<file path="config.mk">
export PLATFORM = sky130hd
export DESIGN_NAME = tpw_timer
export DESIGN_NICKNAME = d
export VERILOG_FILES = /design/src/tpw_pkg.sv /design/src/tpw_prescaler.sv /design/src/tpw_timer.sv
export VERILOG_INCLUDE_DIRS = /design/src
export SDC_FILE = /design/constraint.sdc
export NUM_CORES = 1
export LEC_CHECK = 0
export ABC_AREA = 0
export BUFFER_PORTS_ARGS = -buffer_cell sky130_fd_sc_hd__buf_2
export CAP_MARGIN = 5
export CORE_MARGIN = 10
export CORE_UTILIZATION = 40
export DETAILED_ROUTE_END_ITERATION = 12
export GPL_TIMING_DRIVEN = 0
export PLACE_DENSITY = 0.65
export SLEW_MARGIN = 40
export SYNTH_ARGS = -nofsm -noshare
export SYNTH_HDL_FRONTEND = slang
export SYNTH_SLANG_ARGS = --single-unit
</file>
<file path="constraint.sdc">
create_clock -name clock -period 2.3 [get_ports clock]
set_input_delay 0.23 -clock clock [delete_from_list [all_inputs] [get_ports clock]]
set_output_delay 0.23 -clock clock [all_outputs]
set_load 0.01 [all_outputs]
</file>
<file path="src/tpw_regs.svh">
// Register offsets, reset values and timing constants of the timer block
`ifndef TPW_REGS_SVH
`define TPW_REGS_SVH

// ----------------------------------------------------------------
// Address width and register offsets on the plain register port
// ----------------------------------------------------------------
`define TPW_ADDR_W 8
`define TPW_OFF_COUNT 8'h09
`define TPW_OFF_CTRL1 8'h0A
`define TPW_OFF_CTRL2 8'h0B
`define TPW_OFF_DUTY 8'h0C
`define TPW_OFF_STATUS 8'h20
`define TPW_OFF_MASK 8'h21

// ----------------------------------------------------------------
// Reset values
// ----------------------------------------------------------------
`define TPW_CTRL1_RST 8'h00
`define TPW_CTRL2_RST 8'h3F
`define TPW_DUTY_RST 8'h00
`define TPW_COUNT_RST 10'h000
`define TPW_STATUS_RST 8'h00
`define TPW_MASK_RST 8'h00
`define TPW_READ_ZERO 8'h00

// ----------------------------------------------------------------
// Counter constants, shared high-bit positions and the status bit position
// ----------------------------------------------------------------
`define TPW_FULL_RELOAD 10'h3FF
`define TPW_ZERO_COUNT 10'h000
`define TPW_ONE_COUNT 10'h001
`define TPW_SHB_RL_HI 7
`define TPW_SHB_RL_LO 6
`define TPW_SHB_DUTY_HI 3
`define TPW_SHB_DUTY_LO 2
`define TPW_ST_UNDERFLOW 0

`endif

</file>
<file path="src/tpw_pkg.sv">
// Types used by the timer block; its prescaler imports them but uses none
package tpw_pkg;

  // ----------------------------------------------------------------
  // Register layouts, port request and run state
  // ----------------------------------------------------------------
  // First control register
  typedef struct packed {
    logic pwm_pin_enable;
    logic pwm_polarity;
    logic [2:0] unused;
    logic one_shot_select;
    logic reload_select;
    logic timer_enable;
  } tpw_ctrl1_t;

  // Second control register
  typedef struct packed {
    logic [1:0] unused;
    logic clock_source_select;
    logic clock_edge_select;
    logic prescaler_disable_n;
    logic [2:0] prescaler_division_select;
  } tpw_ctrl2_t;

  // One register port request
  typedef struct packed {
    logic [7:0] addr;
    logic [7:0] wdata;
    logic wr;
    logic rd;
  } tpw_bus_req_t;

  // Counter run state
  typedef enum logic [1:0] {
    TPW_IDLE = 2'b00,
    TPW_RUN = 2'b01,
    TPW_DONE = 2'b10
  } tpw_state_t;

endpackage : tpw_pkg

</file>
<file path="src/tpw_prescaler.sv">
// Power-of-two prescaler in front of the down-counter
`timescale 1ns/100ps
module tpw_prescaler #(
  parameter int W = 8
) (
  input wire logic clock,
  input wire logic reset,
  input wire logic tick_in,
  input wire logic bypass,
  input wire logic [2:0] sel,
  input wire logic clear,
  output logic tick_out
);
  import tpw_pkg::*;

  // ----------------------------------------------------------------
  // Divider
  // ----------------------------------------------------------------
  logic [W-1:0] cnt_r; // Free prescaler count

  // Low sel+1 bits set: 2 ** (sel + 1) input ticks per output tick
  function automatic logic [W-1:0] div_mask(input logic [2:0] s);
    div_mask = W'((2 << s) - 1);
  endfunction : div_mask

  // Count input ticks; a bypassed prescaler sits at zero
  always_ff @(posedge clock) begin
    if (reset || bypass || clear) begin
      cnt_r <= '0;
    end else if (tick_in) begin
      cnt_r <= cnt_r + W'(1);
    end
  end

  // Pass through when bypassed, else fire on the last tick of a span
  always_comb begin
    if (bypass) begin
      tick_out = tick_in;
    end else begin
      tick_out = tick_in && ((cnt_r & div_mask(sel)) == div_mask(sel));
    end
  end

endmodule : tpw_prescaler

</file>
<file path="src/tpw_timer.sv">
// 10-bit down-counting timer with prescaler, PWM and register port
`timescale 1ns/100ps
`include "tpw_regs.svh"
module tpw_timer #(
  parameter int PRESCALE_W = 8
) (
  input wire logic clock,
  input wire logic reset,
  input wire logic [7:0] reg_addr,
  input wire logic [7:0] reg_wdata,
  input wire logic reg_wr,
  input wire logic reg_rd,
  output logic [7:0] reg_rdata,
  input wire logic [7:0] shared_high_bits,
  input wire logic external_count_clock_pin,
  input wire logic gpio_out,
  input wire logic gpio_oe,
  output logic pwm_output_pin_out,
  output logic pwm_output_pin_oe,
  output logic underflow_event,
  output logic irq
);
  import tpw_pkg::*;

  // ----------------------------------------------------------------
  // Declarations
  // ----------------------------------------------------------------
  tpw_bus_req_t req; // Bundled port request
  tpw_ctrl1_t ctrl1_r; // First control register
  tpw_ctrl2_t ctrl2_r; // Second control register
  logic [7:0] duty_low_r; // Write-only duty low byte
  logic [7:0] status_r; // Sticky event bits
  logic [7:0] mask_r; // Interrupt mask
  logic [9:0] count_r; // Live down-counter
  logic [9:0] reload_r; // Stored reload value
  logic [9:0] count_nxt; // Next counter value
  tpw_state_t state_r; // Run state
  tpw_state_t state_nxt; // Next run state
  logic [7:0] reg_rdata_r; // Read data register
  logic irq_r; // Interrupt output register
  logic uf_r; // Underflow pulse register
  logic pin_out_r; // Pin level register
  logic pin_oe_r; // Pin enable register
  logic ext_s1_r; // Pin synchroniser, first stage
  logic ext_s2_r; // Pin synchroniser, second stage
  logic ext_s3_r; // Delayed copy for edge detection
  logic ext_edge; // Selected edge seen on the pin
  logic src_tick; // Tick before the prescaler
  logic cnt_tick; // Tick after the prescaler
  logic underflow; // Counter passes below zero
  logic wr_count; // Write to count register
  logic wr_ctrl2; // Write to second control register
  logic rd_status; // Read of status register
  logic [9:0] duty_full; // Ten-bit duty value
  logic pwm_active; // Waveform in its active phase
  logic pwm_level; // Waveform after polarity

  // Address match used by every write decoder and the status-read strobe below
  function automatic logic hit(input logic [7:0] a, input logic [7:0] off);
    hit = (a == off);
  endfunction : hit

  assign req = '{addr: reg_addr, wdata: reg_wdata, wr: reg_wr, rd: reg_rd};

  // ----------------------------------------------------------------
  // Register writes and the status-read strobe
  // ----------------------------------------------------------------
  assign wr_count = req.wr && hit(req.addr, `TPW_OFF_COUNT);
  assign wr_ctrl2 = req.wr && hit(req.addr, `TPW_OFF_CTRL2);
  assign rd_status = req.rd && hit(req.addr, `TPW_OFF_STATUS);

  // First control register; reserved bits stay zero
  always_ff @(posedge clock) begin
    if (reset) begin
      ctrl1_r <= tpw_ctrl1_t'(`TPW_CTRL1_RST);
    end else if (req.wr && hit(req.addr, `TPW_OFF_CTRL1)) begin
      ctrl1_r <= tpw_ctrl1_t'(req.wdata);
      ctrl1_r.unused <= '0;
    end
  end

  // Second control register; top two bits stay zero
  always_ff @(posedge clock) begin
    if (reset) begin
      ctrl2_r <= tpw_ctrl2_t'(`TPW_CTRL2_RST);
    end else if (wr_ctrl2) begin
      ctrl2_r <= tpw_ctrl2_t'(req.wdata);
      ctrl2_r.unused <= '0;
    end
  end

  // Duty low byte; it cannot be read back
  always_ff @(posedge clock) begin
    if (reset) begin
      duty_low_r <= `TPW_DUTY_RST;
    end else if (req.wr && hit(req.addr, `TPW_OFF_DUTY)) begin
      duty_low_r <= req.wdata;
    end
  end

  // Interrupt mask
  always_ff @(posedge clock) begin
    if (reset) begin
      mask_r <= `TPW_MASK_RST;
    end else if (req.wr && hit(req.addr, `TPW_OFF_MASK)) begin
      mask_r <= req.wdata;
    end
  end

  // Reload value: high bits from the shared register, low from the write
  always_ff @(posedge clock) begin
    if (reset) begin
      reload_r <= `TPW_COUNT_RST;
    end else if (wr_count) begin
      reload_r <= {shared_high_bits[`TPW_SHB_RL_HI:`TPW_SHB_RL_LO], req.wdata};
    end
  end

  // ----------------------------------------------------------------
  // Count source selection
  // ----------------------------------------------------------------
  // The pin is asynchronous: two flops before anything looks at it
  always_ff @(posedge clock) begin
    if (reset) begin
      ext_s1_r <= 1'b0;
      ext_s2_r <= 1'b0;
      ext_s3_r <= 1'b0;
    end else begin
      ext_s1_r <= external_count_clock_pin;
      ext_s2_r <= ext_s1_r;
      ext_s3_r <= ext_s2_r;
    end
  end

  // Edge select one counts high-to-low, zero counts low-to-high
  always_comb begin
    if (ctrl2_r.clock_edge_select) begin
      ext_edge = ext_s3_r && !ext_s2_r;
    end else begin
      ext_edge = !ext_s3_r && ext_s2_r;
    end
  end

  // Instruction clock is every cycle of the block clock; a disabled
  // timer sees no ticks at all, so edges are simply dropped
  always_comb begin
    if (!ctrl1_r.timer_enable) begin
      src_tick = 1'b0;
    end else if (ctrl2_r.clock_source_select) begin
      src_tick = ext_edge;
    end else begin
      src_tick = 1'b1;
    end
  end

  // Prescaler cleared on each control-two write, so a live rate change
  // restarts from a fresh span at the new rate and causes no stray tick
  tpw_prescaler #(
    .W(PRESCALE_W)
  ) tpw_prescaler_i (
    .clock(clock),
    .reset(reset),
    .tick_in(src_tick),
    .bypass(ctrl2_r.prescaler_disable_n),
    .sel(ctrl2_r.prescaler_division_select),
    .clear(wr_ctrl2),
    .tick_out(cnt_tick)
  );

  // ----------------------------------------------------------------
  // Down-counter
  // ----------------------------------------------------------------
  assign underflow = cnt_tick && (state_r == TPW_RUN) && (count_r == `TPW_ZERO_COUNT);

  // Next counter value and run state
  always_comb begin
    count_nxt = count_r;
    state_nxt = state_r;
    case (state_r)
      // Waiting for the first enable
      TPW_IDLE: begin
        if (ctrl1_r.timer_enable) begin
          state_nxt = TPW_RUN;
        end
      end
      // Counting
      TPW_RUN: begin
        if (cnt_tick) begin
          if (count_r != `TPW_ZERO_COUNT) begin
            count_nxt = count_r - `TPW_ONE_COUNT;
          end else if (ctrl1_r.one_shot_select) begin
            state_nxt = TPW_DONE;
          end else if (ctrl1_r.reload_select) begin
            count_nxt = reload_r;
          end else begin
            count_nxt = `TPW_FULL_RELOAD;
          end
        end
      end
      // One shot finished: hold at zero until reloaded or non-stop
      TPW_DONE: begin
        if (!ctrl1_r.one_shot_select) begin
          state_nxt = TPW_RUN;
        end
      end
      default: begin
        state_nxt = TPW_IDLE;
      end
    endcase
    // A count write starts a fresh span and wins over counting
    if (wr_count) begin
      count_nxt = {shared_high_bits[`TPW_SHB_RL_HI:`TPW_SHB_RL_LO], req.wdata};
      if (state_r == TPW_DONE) begin
        state_nxt = TPW_RUN;
      end
    end
  end

  // Counter register
  always_ff @(posedge clock) begin
    if (reset) begin
      count_r <= `TPW_COUNT_RST;
    end else begin
      count_r <= count_nxt;
    end
  end

  // State register
  always_ff @(posedge clock) begin
    if (reset) begin
      state_r <= TPW_IDLE;
    end else begin
      state_r <= state_nxt;
    end
  end

  // Underflow pulse, one cycle per event
  always_ff @(posedge clock) begin
    if (reset) begin
      uf_r <= 1'b0;
    end else begin
      uf_r <= underflow;
    end
  end

  // ----------------------------------------------------------------
  // Interrupt status and output
  // ----------------------------------------------------------------
  // Sticky status: a new event in the clearing read's cycle survives
  always_ff @(posedge clock) begin
    if (reset) begin
      status_r <= `TPW_STATUS_RST;
    end else begin
      if (rd_status) begin
        status_r <= `TPW_STATUS_RST;
      end
      if (underflow) begin
        status_r[`TPW_ST_UNDERFLOW] <= 1'b1;
      end
    end
  end

  // Level interrupt while any unmasked status bit stands
  always_ff @(posedge clock) begin
    if (reset) begin
      irq_r <= 1'b0;
    end else begin
      irq_r <= |(status_r & mask_r);
    end
  end

  // ----------------------------------------------------------------
  // PWM
  // ----------------------------------------------------------------
  // Period follows the reload span; active while the timer is enabled and count is below duty
  assign duty_full = {shared_high_bits[`TPW_SHB_DUTY_HI:`TPW_SHB_DUTY_LO], duty_low_r};
  assign pwm_active = ctrl1_r.timer_enable && (count_r < duty_full);
  assign pwm_level = pwm_active ^ ctrl1_r.pwm_polarity;

  // Pin mux: PWM when enabled, else the GPIO path unchanged
  always_ff @(posedge clock) begin
    if (reset) begin
      pin_out_r <= 1'b0;
      pin_oe_r <= 1'b0;
    end else if (ctrl1_r.pwm_pin_enable) begin
      pin_out_r <= pwm_level;
      pin_oe_r <= 1'b1;
    end else begin
      pin_out_r <= gpio_out;
      pin_oe_r <= gpio_oe;
    end
  end

  // ----------------------------------------------------------------
  // Register reads
  // ----------------------------------------------------------------
  // Data stands only in the cycle after the read strobe
  always_ff @(posedge clock) begin
    if (reset) begin
      reg_rdata_r <= `TPW_READ_ZERO;
    end else if (req.rd) begin
      case (req.addr)
        `TPW_OFF_COUNT: begin
          reg_rdata_r <= count_r[7:0];
        end
        `TPW_OFF_CTRL1: begin
          reg_rdata_r <= ctrl1_r;
        end
        `TPW_OFF_CTRL2: begin
          reg_rdata_r <= ctrl2_r;
        end
        `TPW_OFF_STATUS: begin
          reg_rdata_r <= status_r;
        end
        `TPW_OFF_MASK: begin
          reg_rdata_r <= mask_r;
        end
        // Duty and unmapped offsets read as zero
        default: begin
          reg_rdata_r <= `TPW_READ_ZERO;
        end
      endcase
    end else begin
      reg_rdata_r <= `TPW_READ_ZERO;
    end
  end

  // ----------------------------------------------------------------
  // Outputs
  // ----------------------------------------------------------------
  assign reg_rdata = reg_rdata_r;
  assign irq = irq_r;
  assign underflow_event = uf_r;
  assign pwm_output_pin_out = pin_out_r;
  assign pwm_output_pin_oe = pin_oe_r;

endmodule : tpw_timer

</file>
==> summary.txt <==
Detailed routing
  • Avg WL per Cell: 16.67 µm
  • Final ANT Viol Nets: 0
  • Routed vias/inst: 5.486
  • Routed vias: 3,231
  • Residual DRC count: 0
  • Drt first pass iters: 8
  • WL final: 9.820 mm
  • Number of DRC markers in iteration 0: 261

Timing
  • Headroom to the max-slew limit: 52.63%
  • Setup TNS: -0.4830 ns
  • Setup Skew: 0.007510 ns
  • Fin crit period: 2.363 ns
  • Tcrit/Tclk final: 102.8%
  • Achievable Freq: 423.1 MHz
  • Worst hold slack: 0.09622 ns
  • RSZ-0062 raised after global routing: true
  • Setup ws final: -0.06335 ns
  • Slew Viols, Final: 0
  • Final setup fails: 10
  • Hold Vio Cnt, Final: 0
  • Worst-Margin Slew: 0.7105 ns

Synthesis
  • Largest cells by area after synthesis: dfxtp_1, nand2_1, a21oi_1
  • Synth async-reset ratio: 0%
  • Mapped cell area: 0.003562 mm²
  • Number of enable flip-flop cells after synthesis: 0
  • #FFs+latches synth: 73
  • Synth Flop Type: dfxtp_1
  • Synth Net Count: 464
  • Synth warnings: 0
  • Cells after synthesis: 421
  • Proportion of synthesized chip area in sequential cells: 41.03%
  • Top cell type by total area after synthesis: dfxtp_1
  • Top cell type's share of synthesized area: 41.03%
  • Post-Syn Area per Cell: 8.461 µm²
  • Synth cell types: 59

Floorplanning
  • Core Box Area: 0.008678 mm²
  • Row cnt: 34
  • DIE WIDTH: 114.4 µm
  • Die height: 114.4 µm
  • Die area: 0.01308 mm²
  • I/O pin count: 43
  • Initial core utilization: 41.05%

Cells and area
  • Most common cell after layout, fill and taps aside: nand2_1
  • Area added between synthesis and finish: 20.23%
  • Share of post-route cells with drive strength above 1: 20.79%
  • Commonest non-fill, non-tap cells in the layout: nand2_1, dfxtp_1, buf_2
  • ANT cells: 0
  • Nets: 521
  • Post-route insts no fill: 589
  • Number of fill cells: 864

Clocking
  • Hold buffer count at cts: 0
  • CTS tree: built
  • Clock slew at reported path FFs: 0.08 ns
  • H-tree Lvls: 3
  • Num CTS Buffers: 9
  • Clock sink count: 73
  • Clock tree buffer depth: 2
  • Clk Latency, worst-skew pair: 0.35 ns
  • Root Buffer: clkbuf_8

Global routing
  • Antenna violations before repair: 0
  • Global route overflow: 0
  • Vias in the first global route: 3,123
  • First-pass GRT wire length: 15.86 mm
  • Largest net degree at the start of global routing: 12
  • Total Routing Usage GR: 15.23%

Critical path
  • WS Path Type: flop to flop
  • CP Cell Sequence: nor3_4 -> inv_2 -> ha_4 -> xor2_1 -> o2bb2ai_1 -> a211oi_2 -> buf_4 -> o211ai_4 -> nor3b_4 -> buf_12 -> a22oi_1 -> nand2_1
  • Startpoint Class: flop
  • Max FO, Critical Path: 8
  • Worst EP arrival: 2.66 ns
  • Slowest cell on crit path: dfxtp_4
  • Critical R2R Launch: ctrl2_r[0]$_SDFFE_PP1P_
  • Critical path origin: ctrl2_r[0]$_SDFFE_PP1P_
  • Setup crit end kind: flop
  • Max incr delay on CP: 0.39 ns
  • Crit path required time: 2.60 ns

Power
  • PnR Total Power: 2.355 mW
  • Leak: 1.662 nW
  • Worst vdd ir: 253.7 µV
  • PwrDens: 549.8 mW/mm²

Status
  • Failing checks: negative setup slack
  • Status: finished, violations left

Placement
  • Hpwl dp: 7.001 mm
  • PortBufs: 37
  • Placed cell count: 566
  • RePlAce Congestion: 0.8639

Min path
  • Worst hold path type: input pin to flop
  • Hold Crit Start: gpio_oe

Job
  • Max Cap Violations: 0
worst max-delay path: cells and delay by family (launching register included):
kind	cells	cell delay, ns
compound gates	4	0.64
simple gates	3	0.57
flops	1	0.39
buf+inv	3	0.38
fa+ha+maj	1	0.18
xor+xnor	1	0.14
layout make-up:
type | instances | area (µm²) | share of cell area, %
Inverter | 18 | 67.56 | 1.578
Multi-Input combinational cell | 310 | 2039 | 47.62
Sequential cell | 73 | 1474 | 34.41
Timing Repair Buffer | 48 | 296.5 | 6.924
Clock buffer | 11 | 141.4 | 3.301
Buffer | 18 | 86.33 | 2.016
Clock inverter | 3 | 42.54 | 0.9933
Tap cell | 108 | 135.1 | 3.155
through the flow:
stage,worst slack [ns],instance area (µm²),util (%)
after floorplan,0.04281,3573,-
after global placement,-0.2168,3894,44.87
after detailed placement,-0.2584,3894,44.87
after CTS,-0.006588,4172,48.07
after global routing,-0.2127,4283,49.35
final,-0.06335,4283,49.35
routing by layer:
metal	vias to the layer above	share of wire, %	wire [µm]	GRT usage [%]
met5	-	0	0	0
met4	0	0.75	74	3.926
met3	6	7.2	708	4.927
met2	100	48	4709	24.41
met1	1528	44	4327	19.26
li1	1597	-	-	-
cells in the mapped netlist (all sizes together), types with 2 or more instances:
library cell and count:
xnor2 4, buf 6, o31ai 2, nor3b 8, ha 12, a22oi 9, dfxtp 73, nor2 36
nor3 9, a222oi 9, nand3 14, inv 18, and2 2, nand3b 11, a21oi 34, nand2 77
o21ai 7, xor2 8, a21o 5, nand4 5, a31oi 2, nor4 2, or3 3, nor2b 6
mux2i 9, o21bai 2, and3 3, o211ai 4, or2 3, a2111oi 2, nand2b 5, clkbuf 14
power breakdown:
group          internal [mW]  switching [mW]  leakage (nW)  total (mW)
Sequential              1.26         0.00270         0.589        1.27
Clock                  0.517           0.460        0.0913       0.977
Combinational         0.0382          0.0721         0.981       0.110
Total                   1.82           0.534          1.66        2.35
cell families (layout without fill, tap and decap cells):
logic type	after synthesis	count (layout)	share of synthesized area (%)
flip-flops	73	73	41.03
adder cells (fa/ha/maj)	12	12	4.215
multiplexers	9	9	2.529
AND/OR/NAND/NOR	189	189	27.12
XOR/XNOR	12	12	2.950
buffers and inverters	38	98	4.285
AO/OA/AOI/OAI	88	88	17.88
registers in the layout (all words and copies together) (netlist names):
name                   cells
reg_rdata                  8
pwm_output_pin_out         1
ext_s3_r                   1
state_r                    2
ext_s2_r                   1
ctrl1_r                    5
tpw_prescaler_i.cnt_r      8
pwm_output_pin_oe          1
ctrl2_r                    6
mask_r                     8
irq                        1
duty_low_r                 8
ext_s1_r                   1
underflow_event            1
status_r                   1
count_r                   10
reload_r                  10
repair_timing:
action | CTS | global route
gates cloned | 0 | 0
pin swaps | 4 | 20
setup buffers | 5 | 7
gates resized for setup | 15 | 18
endpoints found under the setup margin | 13 | 12
final timing paths:
path                                        to  slack (ns)  cells after the start
setup / recovery       count_r[0]$_SDFFE_PP0P_       -0.06                     12
hold / removal    pwm_output_pin_oe$_SDFF_PP0_         0.1                      3
setup reg to reg       count_r[0]$_SDFFE_PP0P_       -0.06                     12
hold reg to reg            ext_s2_r$_SDFF_PP0_        0.45                      1
Power figures use the tool's default switching activity.
